$ cat src/pkg/canr_pkg.sv
// Shared constants, field layouts and carrier types of the advertisement and partner registers
package canr_pkg;

  // Register indices; byte address is four times the index
  localparam logic [5:0] IDX_ADV = 6'h04;
  localparam logic [5:0] IDX_LP = 6'h05;
  localparam logic [5:0] IDX_CTRL = 6'h08;
  localparam logic [5:0] IDX_IRQ_STAT = 6'h09;
  localparam logic [5:0] IDX_IRQ_MASK = 6'h0A;
  localparam logic [5:0] IDX_STATUS = 6'h0B;
  localparam int ADDR_W = 8;

  // Advertisement and partner register fields
  localparam int ADV_FD10_BIT = 6;
  localparam int ADV_HD10_BIT = 5;
  localparam int SEL_W = 5;
  localparam logic [4:0] SEL_RST = 5'h01;
  localparam logic [15:0] LP_RST = 16'h0000;
  localparam int STRAP_ADV_BIT = 1;

  // Control register fields
  localparam int CTRL_SWRST_BIT = 0;
  localparam int CTRL_RESTART_BIT = 1;
  localparam int CTRL_ANEG_BIT = 2;
  localparam int CTRL_SPD_LO_BIT = 3;
  localparam int CTRL_SPD_HI_BIT = 4;
  localparam int CTRL_DUPLEX_BIT = 5;
  localparam int CTRL_PD_BIT = 6;
  localparam int CTRL_PD2_BIT = 7;
  localparam logic [7:0] CTRL_RST = 8'h24;
  localparam logic [1:0] SPEED_1000 = 2'h2;
  localparam logic [1:0] GIG_ADV_FULL = 2'h2;
  localparam logic [1:0] GIG_ADV_HALF = 2'h1;

  // Interrupt status and mask fields
  localparam int IRQ_W = 3;
  localparam int IRQ_PAGE_BIT = 0;
  localparam int IRQ_LINKDN_BIT = 1;
  localparam int IRQ_APPLY_BIT = 2;
  localparam logic [2:0] IRQ_RST = 3'h0;

  typedef struct packed {
    logic [ADDR_W-1:0] paddr;
    logic psel;
    logic penable;
    logic pwrite;
    logic [31:0] pwdata;
  } canr_apb_req_s;

  typedef struct packed {
    logic [31:0] prdata;
    logic pready;
    logic pslverr;
  } canr_apb_rsp_s;

  // Received base page as laid out in the partner ability register
  typedef struct packed {
    logic next_page;
    logic ack;
    logic remote_fault;
    logic tech12;
    logic asym_pause;
    logic pause;
    logic t4;
    logic tx_fd;
    logic tx_hd;
    logic t10_fd;
    logic t10_hd;
    logic [4:0] selector;
  } canr_lp_s;

endpackage

$ cat src/hw/canr_apb_slave.sv
// APB slave front end: zero-wait access, registered read data and error
`timescale 1ns/1ps
module canr_apb_slave (
  // Clock and reset
  input wire logic clk_sys,
  input wire logic srst,
  // APB
  input wire canr_pkg::canr_apb_req_s apb_req,
  output canr_pkg::canr_apb_rsp_s apb_rsp,
  // Register side
  input wire logic [31:0] reg_rdata,
  input wire logic reg_hit,
  output logic [5:0] reg_idx,
  output logic reg_wr,
  output logic [31:0] reg_wdata
);
  import canr_pkg::*;

  logic [31:0] rdata_q;
  logic err_q;
  logic setup;
  logic access;

  assign setup = apb_req.psel && !apb_req.penable;
  assign access = apb_req.psel && apb_req.penable;
  assign reg_idx = apb_req.paddr[ADDR_W-1:2];
  assign reg_wdata = apb_req.pwdata;
  // Unmapped or misaligned addresses are refused and never write
  assign reg_wr = access && apb_req.pwrite && reg_hit && (apb_req.paddr[1:0] == 2'h0);

  // Read data and error are captured in the setup cycle
  always_ff @(posedge clk_sys) begin
    if (srst) begin
      rdata_q <= 32'h00000000;
      err_q <= 1'b0;
    end else if (setup) begin
      rdata_q <= apb_req.pwrite ? 32'h00000000 : reg_rdata;
      err_q <= !reg_hit || (apb_req.paddr[1:0] != 2'h0);
    end
  end

  assign apb_rsp.prdata = rdata_q;
  assign apb_rsp.pready = access;
  assign apb_rsp.pslverr = access && err_q;

endmodule

$ cat src/hw/canr_regs.sv
// Copper auto-negotiation advertisement and link partner base page registers
//
// Design decision made here: the APB slave port.
`timescale 1ns/1ps
module canr_regs #(
  parameter int STRAP_W = 2
) (
  // Clock and reset
  input wire logic clk_sys,
  input wire logic srst,
  // APB
  input wire canr_pkg::canr_apb_req_s apb_req,
  output canr_pkg::canr_apb_rsp_s apb_rsp,
  // Strap pins
  input wire logic [STRAP_W-1:0] negotiation_config_strap,
  // Negotiation engine
  input wire logic copper_link_up,
  input wire logic page_rx_valid,
  input wire logic [15:0] page_rx_word,
  input wire logic [1:0] gig_adv_in,
  output logic [6:0] adv_word,
  output logic [1:0] gig_adv,
  output logic forced_1000,
  output logic restart_aneg,
  // Interrupt
  output logic irq
);
  import canr_pkg::*;

  if (STRAP_W <= STRAP_ADV_BIT) begin : g_chk
    $error("canr_regs: strap too narrow for advertise bit");
  end

  logic [STRAP_W-1:0] strap_m;
  logic [STRAP_W-1:0] strap_s;
  logic [1:0] adv10_pend;
  logic [1:0] adv10_act;
  logic [SEL_W-1:0] sel;
  canr_lp_s lp;
  logic [7:0] ctrl;
  logic sw_rst;
  logic restart;
  logic [IRQ_W-1:0] irq_stat;
  logic [IRQ_W-1:0] irq_mask;
  logic [IRQ_W-1:0] irq_evt;
  logic link_q;
  logic pd_q;
  logic pd2_q;
  logic upd_evt;
  logic link_down;
  logic pd_exit;
  logic next_forced;
  logic [5:0] reg_idx;
  logic reg_wr;
  logic [31:0] reg_wdata;
  logic [31:0] reg_rdata;
  logic reg_hit;

  canr_apb_slave u_apb (
    .clk_sys(clk_sys),
    .srst(srst),
    .apb_req(apb_req),
    .apb_rsp(apb_rsp),
    .reg_rdata(reg_rdata),
    .reg_hit(reg_hit),
    .reg_idx(reg_idx),
    .reg_wr(reg_wr),
    .reg_wdata(reg_wdata)
  );

  function automatic logic wr_to(input logic [5:0] idx);
    return reg_wr && (reg_idx == idx);
  endfunction

  // Strap pins come from outside the clock domain
  always_ff @(posedge clk_sys) begin
    strap_m <= negotiation_config_strap;
    strap_s <= strap_m;
  end

  // Control register; reset and restart bits are one-cycle commands
  always_ff @(posedge clk_sys) begin
    if (srst) begin
      ctrl <= CTRL_RST;
      sw_rst <= 1'b0;
      restart <= 1'b0;
    end else begin
      sw_rst <= wr_to(IDX_CTRL) && reg_wdata[CTRL_SWRST_BIT];
      restart <= wr_to(IDX_CTRL) && reg_wdata[CTRL_RESTART_BIT];
      if (wr_to(IDX_CTRL)) begin
        ctrl <= reg_wdata[7:0];
        ctrl[CTRL_SWRST_BIT] <= 1'b0;
        ctrl[CTRL_RESTART_BIT] <= 1'b0;
      end
    end
  end

  // Edge history for link loss and power-down exit
  always_ff @(posedge clk_sys) begin
    if (srst) begin
      link_q <= 1'b0;
      pd_q <= 1'b0;
      pd2_q <= 1'b0;
    end else begin
      link_q <= copper_link_up;
      pd_q <= ctrl[CTRL_PD_BIT];
      pd2_q <= ctrl[CTRL_PD2_BIT];
    end
  end

  assign link_down = link_q && !copper_link_up;
  assign pd_exit = (pd_q && !ctrl[CTRL_PD_BIT]) || (pd2_q && !ctrl[CTRL_PD2_BIT]);
  assign upd_evt = sw_rst || restart || pd_exit || link_down;

  // Pending and active 10BASE-T advertise bits
  always_ff @(posedge clk_sys) begin
    if (srst) begin
      adv10_pend <= {2{strap_s[STRAP_ADV_BIT]}};
    end else if (wr_to(IDX_ADV)) begin
      adv10_pend <= reg_wdata[ADV_FD10_BIT:ADV_HD10_BIT];
    end
  end

  always_ff @(posedge clk_sys) begin
    if (srst) begin
      adv10_act <= {2{strap_s[STRAP_ADV_BIT]}};
    end else if (upd_evt) begin
      adv10_act <= adv10_pend;
    end
  end

  // Selector takes writes at once and ignores the software reset
  always_ff @(posedge clk_sys) begin
    if (srst) begin
      sel <= SEL_RST;
    end else if (wr_to(IDX_ADV)) begin
      sel <= reg_wdata[SEL_W-1:0];
    end
  end

  // Partner base page, cleared by either reset, loaded on each new page
  always_ff @(posedge clk_sys) begin
    if (srst || sw_rst) begin
      lp <= LP_RST;
    end else if (page_rx_valid) begin
      lp.next_page <= page_rx_word[15];
      lp.ack <= page_rx_word[14];
      lp.remote_fault <= page_rx_word[13];
      lp.tech12 <= page_rx_word[12];
      lp.asym_pause <= page_rx_word[11];
      lp.pause <= page_rx_word[10];
      lp.t4 <= page_rx_word[9];
      lp.tx_fd <= page_rx_word[8];
      lp.tx_hd <= page_rx_word[7];
      lp.t10_fd <= page_rx_word[6];
      lp.t10_hd <= page_rx_word[5];
      lp.selector <= page_rx_word[4:0];
    end
  end

  // Forced gigabit override of the advertised abilities
  assign next_forced = !ctrl[CTRL_ANEG_BIT]
    && ({ctrl[CTRL_SPD_HI_BIT], ctrl[CTRL_SPD_LO_BIT]} == SPEED_1000);

  always_ff @(posedge clk_sys) begin
    if (srst) begin
      forced_1000 <= 1'b0;
      adv_word <= {2'h0, SEL_RST};
      gig_adv <= 2'h0;
      restart_aneg <= 1'b0;
    end else begin
      forced_1000 <= next_forced;
      restart_aneg <= upd_evt;
      if (next_forced) begin
        adv_word <= {2'h0, sel};
        gig_adv <= ctrl[CTRL_DUPLEX_BIT] ? GIG_ADV_FULL : GIG_ADV_HALF;
      end else begin
        adv_word <= {adv10_act, sel};
        gig_adv <= gig_adv_in;
      end
    end
  end

  // Interrupt status: set wins over a write-one clear in the same cycle
  always_comb begin
    irq_evt = '0;
    irq_evt[IRQ_PAGE_BIT] = page_rx_valid;
    irq_evt[IRQ_LINKDN_BIT] = link_down;
    irq_evt[IRQ_APPLY_BIT] = upd_evt;
  end

  always_ff @(posedge clk_sys) begin
    if (srst) begin
      irq_stat <= IRQ_RST;
    end else if (wr_to(IDX_IRQ_STAT)) begin
      irq_stat <= (irq_stat & ~reg_wdata[IRQ_W-1:0]) | irq_evt;
    end else begin
      irq_stat <= irq_stat | irq_evt;
    end
  end

  always_ff @(posedge clk_sys) begin
    if (srst) begin
      irq_mask <= IRQ_RST;
    end else if (wr_to(IDX_IRQ_MASK)) begin
      irq_mask <= reg_wdata[IRQ_W-1:0];
    end
  end

  assign irq = |(irq_stat & irq_mask);

  // Read decode; writes to read-only registers are ignored
  always_comb begin
    reg_rdata = 32'h00000000;
    reg_hit = 1'b1;
    unique case (reg_idx)
      IDX_ADV: begin
        reg_rdata[ADV_FD10_BIT:ADV_HD10_BIT] = adv10_pend;
        reg_rdata[SEL_W-1:0] = sel;
      end
      IDX_LP: reg_rdata[15:0] = lp;
      IDX_CTRL: reg_rdata[7:0] = ctrl;
      IDX_IRQ_STAT: reg_rdata[IRQ_W-1:0] = irq_stat;
      IDX_IRQ_MASK: reg_rdata[IRQ_W-1:0] = irq_mask;
      IDX_STATUS: reg_rdata[4:0] = {gig_adv, adv10_act, forced_1000};
      default: reg_hit = 1'b0;
    endcase
  end
endmodule

$ cat config.mk
export PLATFORM = sky130hd
export DESIGN_NAME = canr_regs
export DESIGN_NICKNAME = d
export VERILOG_FILES = /design/src/pkg/canr_pkg.sv /design/src/hw/canr_apb_slave.sv /design/src/hw/canr_regs.sv
export SDC_FILE = /design/constraint.sdc
export NUM_CORES = 1
export LEC_CHECK = 0
export ABC_AREA = 1
export BUFFER_PORTS_ARGS = -buffer_cell sky130_fd_sc_hd__buf_2
export CORE_ASPECT_RATIO = 0.5
export CORE_MARGIN = 2
export CORE_UTILIZATION = 25
export CTS_BUF_LIST = sky130_fd_sc_hd__clkbuf_8
export CTS_CLUSTER_SIZE = 14
export DETAILED_ROUTE_END_ITERATION = 8
export PLACE_DENSITY_LB_ADDON = 0.08
export SKIP_CTS_REPAIR_TIMING = 1
export SYNTH_ARGS = -nofsm -noshare
export SYNTH_HDL_FRONTEND = slang
export SYNTH_SLANG_ARGS = --single-unit
$ cat constraint.sdc
create_clock -name clk_sys -period 2 [get_ports clk_sys]
set_clock_uncertainty 0.2 [all_clocks]
set_input_delay 0.3 -clock clk_sys [delete_from_list [all_inputs] [get_ports clk_sys]]
set_output_delay 0.3 -clock clk_sys [all_outputs]
set_load 0.005 [all_outputs]
Yosys cells after proc, flatten, opt, wreduce, memory -nomap -nowiden
Cells that the tools add are included.
Storage, ports and cells
  output and inout bits: 46
  register bits: 90
  word-level logic and storage cells: 93
Cells by class
  bitwise operators: 5
  equality and inequality tests: 7
  reductions and logical operators: 35
  mux-type cells: 14
Operators with widths (count)
  6-bit by 4-bit equality test with 1-bit output (second input constant): 4
  3-bit case mux with 6 select lines: 1
  1-bit logical AND: 16
  16-bit 2-to-1 mux: 1
  6-bit by 3-bit equality test with 1-bit output (second input constant): 2
  2-bit 2-to-1 mux: 6
  8-bit 2-to-1 mux: 1
  2-bit case mux with 4 select lines: 1
  3-bit AND: 2
  1-bit zero test: 6
  1-bit logical OR: 6
  3-bit bitwise OR: 2
  2-bit case mux with 3 select lines: 1
  2-bit nonzero test: 3
  6-bit OR reduction: 1
  3-bit 2-to-1 mux: 1
  3-bit NOT: 1
  3-bit OR reduction: 1
  2-bit equality test (second input constant): 1
  2-bit zero test: 1
  1-bit case mux with 2 select lines: 1
  2-bit OR reduction: 1
  1-bit 2-to-1 mux: 1

Longest topological paths before layout
  depth after elaboration: 8
  mapped depth: 10
  mapped depth without buffers: 9

Cells and area by module
From an unflattened synthesis, not the netlist that was laid out.
Unflattened totals
  cell total of the unflattened synthesis: 571
  area total of the unflattened synthesis: 4017.6 µm²
Modules (own cells, without submodules)
  canr_regs: cells each 310, area an instance 2301.0 µm², times used 1
  canr_apb_slave: cells each 261, area an instance 1716.6 µm², times used 1

Worst setup path before layout
No wires, ideal clock.
  path type: input to register
  start point: in apb_req[42] (netlist bit)
  end point: reg adv10_pend[0] (enable)
  setup time: 300 ps
  required time: 1500 ps
  path slack: 450 ps
  data arrival time: 1050 ps
  stages: 6
  path through: nor2_4 -> buf_6 -> nand2_1 -> nor2_4 -> nand3_2 -> nand2_1
Between the ends
  longest elaborated chain between the ends: 7
RTL lines
  start: declaration: RTL line canr_regs.sv:12  | input wire canr_pkg::canr_apb_req_s apb_req,
  6-bit by 4-bit equality test with 1-bit output, or another cell as far along: RTL line canr_regs.sv:216  | unique case (reg_idx)
  6-bit OR reduction (no source line)
  1-bit 2-to-1 mux: RTL line canr_regs.sv:216
  1-bit logical AND (2 in a row): RTL line canr_apb_slave.sv:29  | assign reg_wr = access && apb_req.pwrite && reg_hit && (apb_req.paddr[1:0] == 2'h0);
  1-bit logical AND (*): RTL line canr_regs.sv:72  | return reg_wr && (reg_idx == idx);
  2-bit nonzero test (no source line) (*)
  end signal: assignment: RTL line canr_regs.sv:118  | adv10_pend <= {2{strap_s[STRAP_ADV_BIT]}};
  end signal: assignment: RTL line canr_regs.sv:120  | adv10_pend <= reg_wdata[ADV_FD10_BIT:ADV_HD10_BIT];
  end: declaration: RTL line canr_regs.sv:36  | logic [1:0] adv10_pend;
Every way passes the cells marked *; elsewhere a longest branch is shown, timed or not.
A chain may end at the register's enable or synchronous reset.

Worst setup path in the final report
  start point: in copper_link_up
  end point: reg adv10_act[0] (enable)
Between the ends
  longest elaborated chain between the ends: 4
RTL lines
  start: declaration: RTL line canr_regs.sv:17  | input wire logic copper_link_up,
  1-bit zero test: RTL line canr_regs.sv:111  | assign link_down = link_q && !copper_link_up;
  1-bit logical AND: RTL line canr_regs.sv:111
  1-bit logical OR: RTL line canr_regs.sv:113  | assign upd_evt = sw_rst || restart || pd_exit || link_down;
  2-bit nonzero test (no source line)
  end signal: assignment: RTL line canr_regs.sv:126  | adv10_act <= {2{strap_s[STRAP_ADV_BIT]}};
  end signal: assignment: RTL line canr_regs.sv:128  | adv10_act <= adv10_pend;
  end: declaration: RTL line canr_regs.sv:37  | logic [1:0] adv10_act;
Every way passes these cells.

==> metrics.csv <==
metric,value,unit
run_status,finished with violations,
violations,hold timing,
drcViolationCount,0,
layout-drive-gt1-share,22.9,%
detail_route_antenna_nets,0,
design.portCount,113,
yosys_register_bits,72,
core.rowCount,28,
hp-class,primary input to flop,
hpwl,6780,µm
worstPathArrival,1.53,ns
switchingPower,0.000726,W
max_stage_delay,0.53,ns
globalRoute.totalOverflow,0,
timing.critical_path.max_delay_family,buffers and inverters,
critical_path.startpoint_type,primary input,
preCtsSetupSlack,0.117,ns
power.internal,0.00202,W
async_flop_share,0,%
grt_max_degree,35,
via_count_of_the_first_global_routing_pass,2578,
finalCritPeriodShare,82.7,%
setup_violation_total_in_the_final_timing_report,0,
irDropWorstVdd,0.211,mV
max_clock_freq,604,MHz
power.density_cell_area,712,nW/µm²
synth.yosys.warnings,0,
clk_transition_reported_paths,0.07,ns
worst_setup_path_end_kind,flop,
route.final.wire_length,8790,µm
antenna-diode-count,0,
max_transition_viols_final,0,
postLayoutCoreUtil,32.3,%
tritoncts,yes,
maxCapViolCount,0,
antenna_found_initial,0,
final_critical_path_setup_slack,0.345,ns
crit_path_slowest_cell,sky130_fd_sc_hd__dlygate4sd3_1,
cp.buffers_inverters,4,
synth_xor_area_share,0,%
final_tns_setup,0,ns
worst-setup-path-type,primary input to flop,
final_nets,568,
number_of_synthesized_flops_with_an_enable_pin,4,
seq_power_share,54.9,%
post_synth_mux_area_share,0,%
drt_first_iter_violations,113,
route.detailed.wl_per_inst,13.1,µm
tritoncts_buffer_count,9,
comb_power_share,8.6,%
power_leakage,1.85,nW
cts_buffer_depth,2,
layout_commonest_cell,sky130_fd_sc_hd__nand2_1,
starting_utilization_of_the_core_area,25.9,%
largest_fanout_on_the_critical_path,3,
wire_length_of_the_first_global_routing_pass,13900,µm
rsz0062_at_grt,false,
worstMarginPinSlew,0.612,ns
stdcell_area,3850,µm²
area.growth.synth_to_final,24.6,%
finalHoldViolations,2,
totalPowerFinal,0.00274,W
drt-pass1-iter-count,4,
placed_area,3600,µm²
yosysSeqAreaShare,47.9,%
final.fill_count,1356,
vias,2753,
syn_area_per_cell,7.47,µm²
routability_cong,0.856,
whs,-0.0162,ns
critPathMostFrequentCell,sky130_fd_sc_hd__nand2_1,
coreArea,11900,µm²
timing.critical_path.required,1.88,ns
htree_levels,3,
minimum_period_implied_by_the_final_worst_setup_slack,1.65,ns
floorplan.die_area,13300,µm²
clock_tree.root_cell,sky130_fd_sc_hd__clkbuf_8,
placement.io_buffers,71,
switching_share,26.5,%
chipHeight,82.7,µm
via_per_inst,4.10,
timing.critical_path.cells,dlygate4sd3_1 > buf_2 > inv_1 > nand2_1 > nand2_1 > nor4_1 > buf_4 > nand2_1,
postSynth.topFlopCell,sky130_fd_sc_hd__dfxtp_1,
max_slew_margin,59.2,%
synthesis.area,3090,µm²
worst_skew_pair.late_latency,0.34,ns
main_combinational_cell_family_by_area_after_synthesis,simple AND/OR/NAND/NOR gates,
ys_types,30,
power.clock.fraction,36.5,%
groute.usage.overall,14.1,%
fp.dieW,161,µm
final_cell_mix,"sky130_fd_sc_hd__nand2_1 (119), sky130_fd_sc_hd__buf_2 (71), sky130_fd_sc_hd__dfxtp_1 (68)",
post_synthesis_share_of_cell_area_spent_on_full_adders_half_adders_and_majority_gates,0,%
synth-compound-area-share,10.5,%
synthSimpleGateAreaFrac,29.6,%
cts.sink_count,72,
syn-instance-count,414,
==> path summary, 6_finish.rpt <==
kind / cells after the start / startpoint / slack (ns) / to
max: 8 / copper_link_up / 0.35 / adv10_act[0]
min reg2reg: 0 / strap_m[1] / 0.13 / strap_s[1]
min: 3 / apb_req[7] / -0.02 / ctrl[7]
max reg2reg: 6 / ctrl[6] / 0.61 / adv10_act[0]
==> cells by family (layout without fill, tap and decap cells) <==
family	count (synthesis)	count (layout)
compound gates	62	62
simple gates	202	202
buf+inv	77	154
flops	72	72
other cells	1	16
==> synth_stat cells, types with 2 or more instances <==
library cell,n,area share (%)
sky130_fd_sc_hd__a211oi_1,2,0.49
sky130_fd_sc_hd__a21oi_1,39,6.3
sky130_fd_sc_hd__buf_4,17,4.1
sky130_fd_sc_hd__buf_6,2,0.73
sky130_fd_sc_hd__clkbuf_1,10,1.2
sky130_fd_sc_hd__dfxtp_1,68,44
sky130_fd_sc_hd__edfxtp_1,4,3.9
sky130_fd_sc_hd__inv_1,44,5.3
sky130_fd_sc_hd__inv_2,3,0.36
sky130_fd_sc_hd__nand2_1,119,14
sky130_fd_sc_hd__nand3_1,17,2.7
sky130_fd_sc_hd__nand3_2,2,0.65
sky130_fd_sc_hd__nand3_4,2,1.1
sky130_fd_sc_hd__nand4_1,3,0.61
sky130_fd_sc_hd__nor2_1,43,5.2
sky130_fd_sc_hd__nor2_2,5,1.0
sky130_fd_sc_hd__nor2_4,4,1.5
sky130_fd_sc_hd__nor3_1,3,0.49
sky130_fd_sc_hd__o21ai_0,15,2.4
sky130_fd_sc_hd__o21ai_1,2,0.32
==> registers in the layout, summed over array words and instances, names as in the netlist, 2 cells and up <==
signal         count
adv10_pend         2
sel                5
adv_word           7
ctrl               6
gig_adv            2
adv10_act          2
irq_stat           3
irq_mask           3
lp                16
u_apb.rdata_q     16
==> per-layer routing <==
metal,part of all wire (%),wire length (µm),global-route usage [%]
met1,53,4690,19.9
met2,42,3650,20.9
met3,4.7,414,4.60
met4,0.40,35,3.21
met5,0,0,0
==> worst min-delay path, cell delays in order <==
cell and delay [ns]:
sky130_fd_sc_hd__buf_2 0.08, sky130_fd_sc_hd__nor2_1 0.03, sky130_fd_sc_hd__nor2_1 0.08
==> cell type report <==
type / instances / area, µm² / area share [%]
Clock inverter: 7 / 38.8 / 1.01
Inverter: 47 / 176 / 4.58
Tap cell: 165 / 206 / 5.36
Multi-Input combinational cell: 280 / 1300 / 33.7
Timing Repair Buffer: 91 / 528 / 13.7
Clock buffer: 9 / 124 / 3.21
Sequential cell: 72 / 1480 / 38.4
==> power by group through the flow <==
stage | registers (W) | clock network, W | logic, W
detailed placement | 0.00154 | 0 | 0.000228
global placement | 0.00154 | 0 | 0.000228
floorplan | 0.00153 | 0 | 0.000149
finish | 0.00151 | 0.00100 | 0.000237
global route | 0.00151 | 0.00111 | 0.000274
CTS | 0.00151 | 0.00105 | 0.000228
==> per-stage QoR <==
| step | cells | hold WS [ns] |
|---|---|---|
| global route | 671 | 0.000440 |
| floorplan | 429 | 0.110 |
| finish | 671 | -0.0162 |
| global placement | 646 | 0.121 |
| detailed placement | 646 | 0.119 |
| CTS | 662 | -0.167 |
Note: power is estimated with default switching activity, not from simulation.
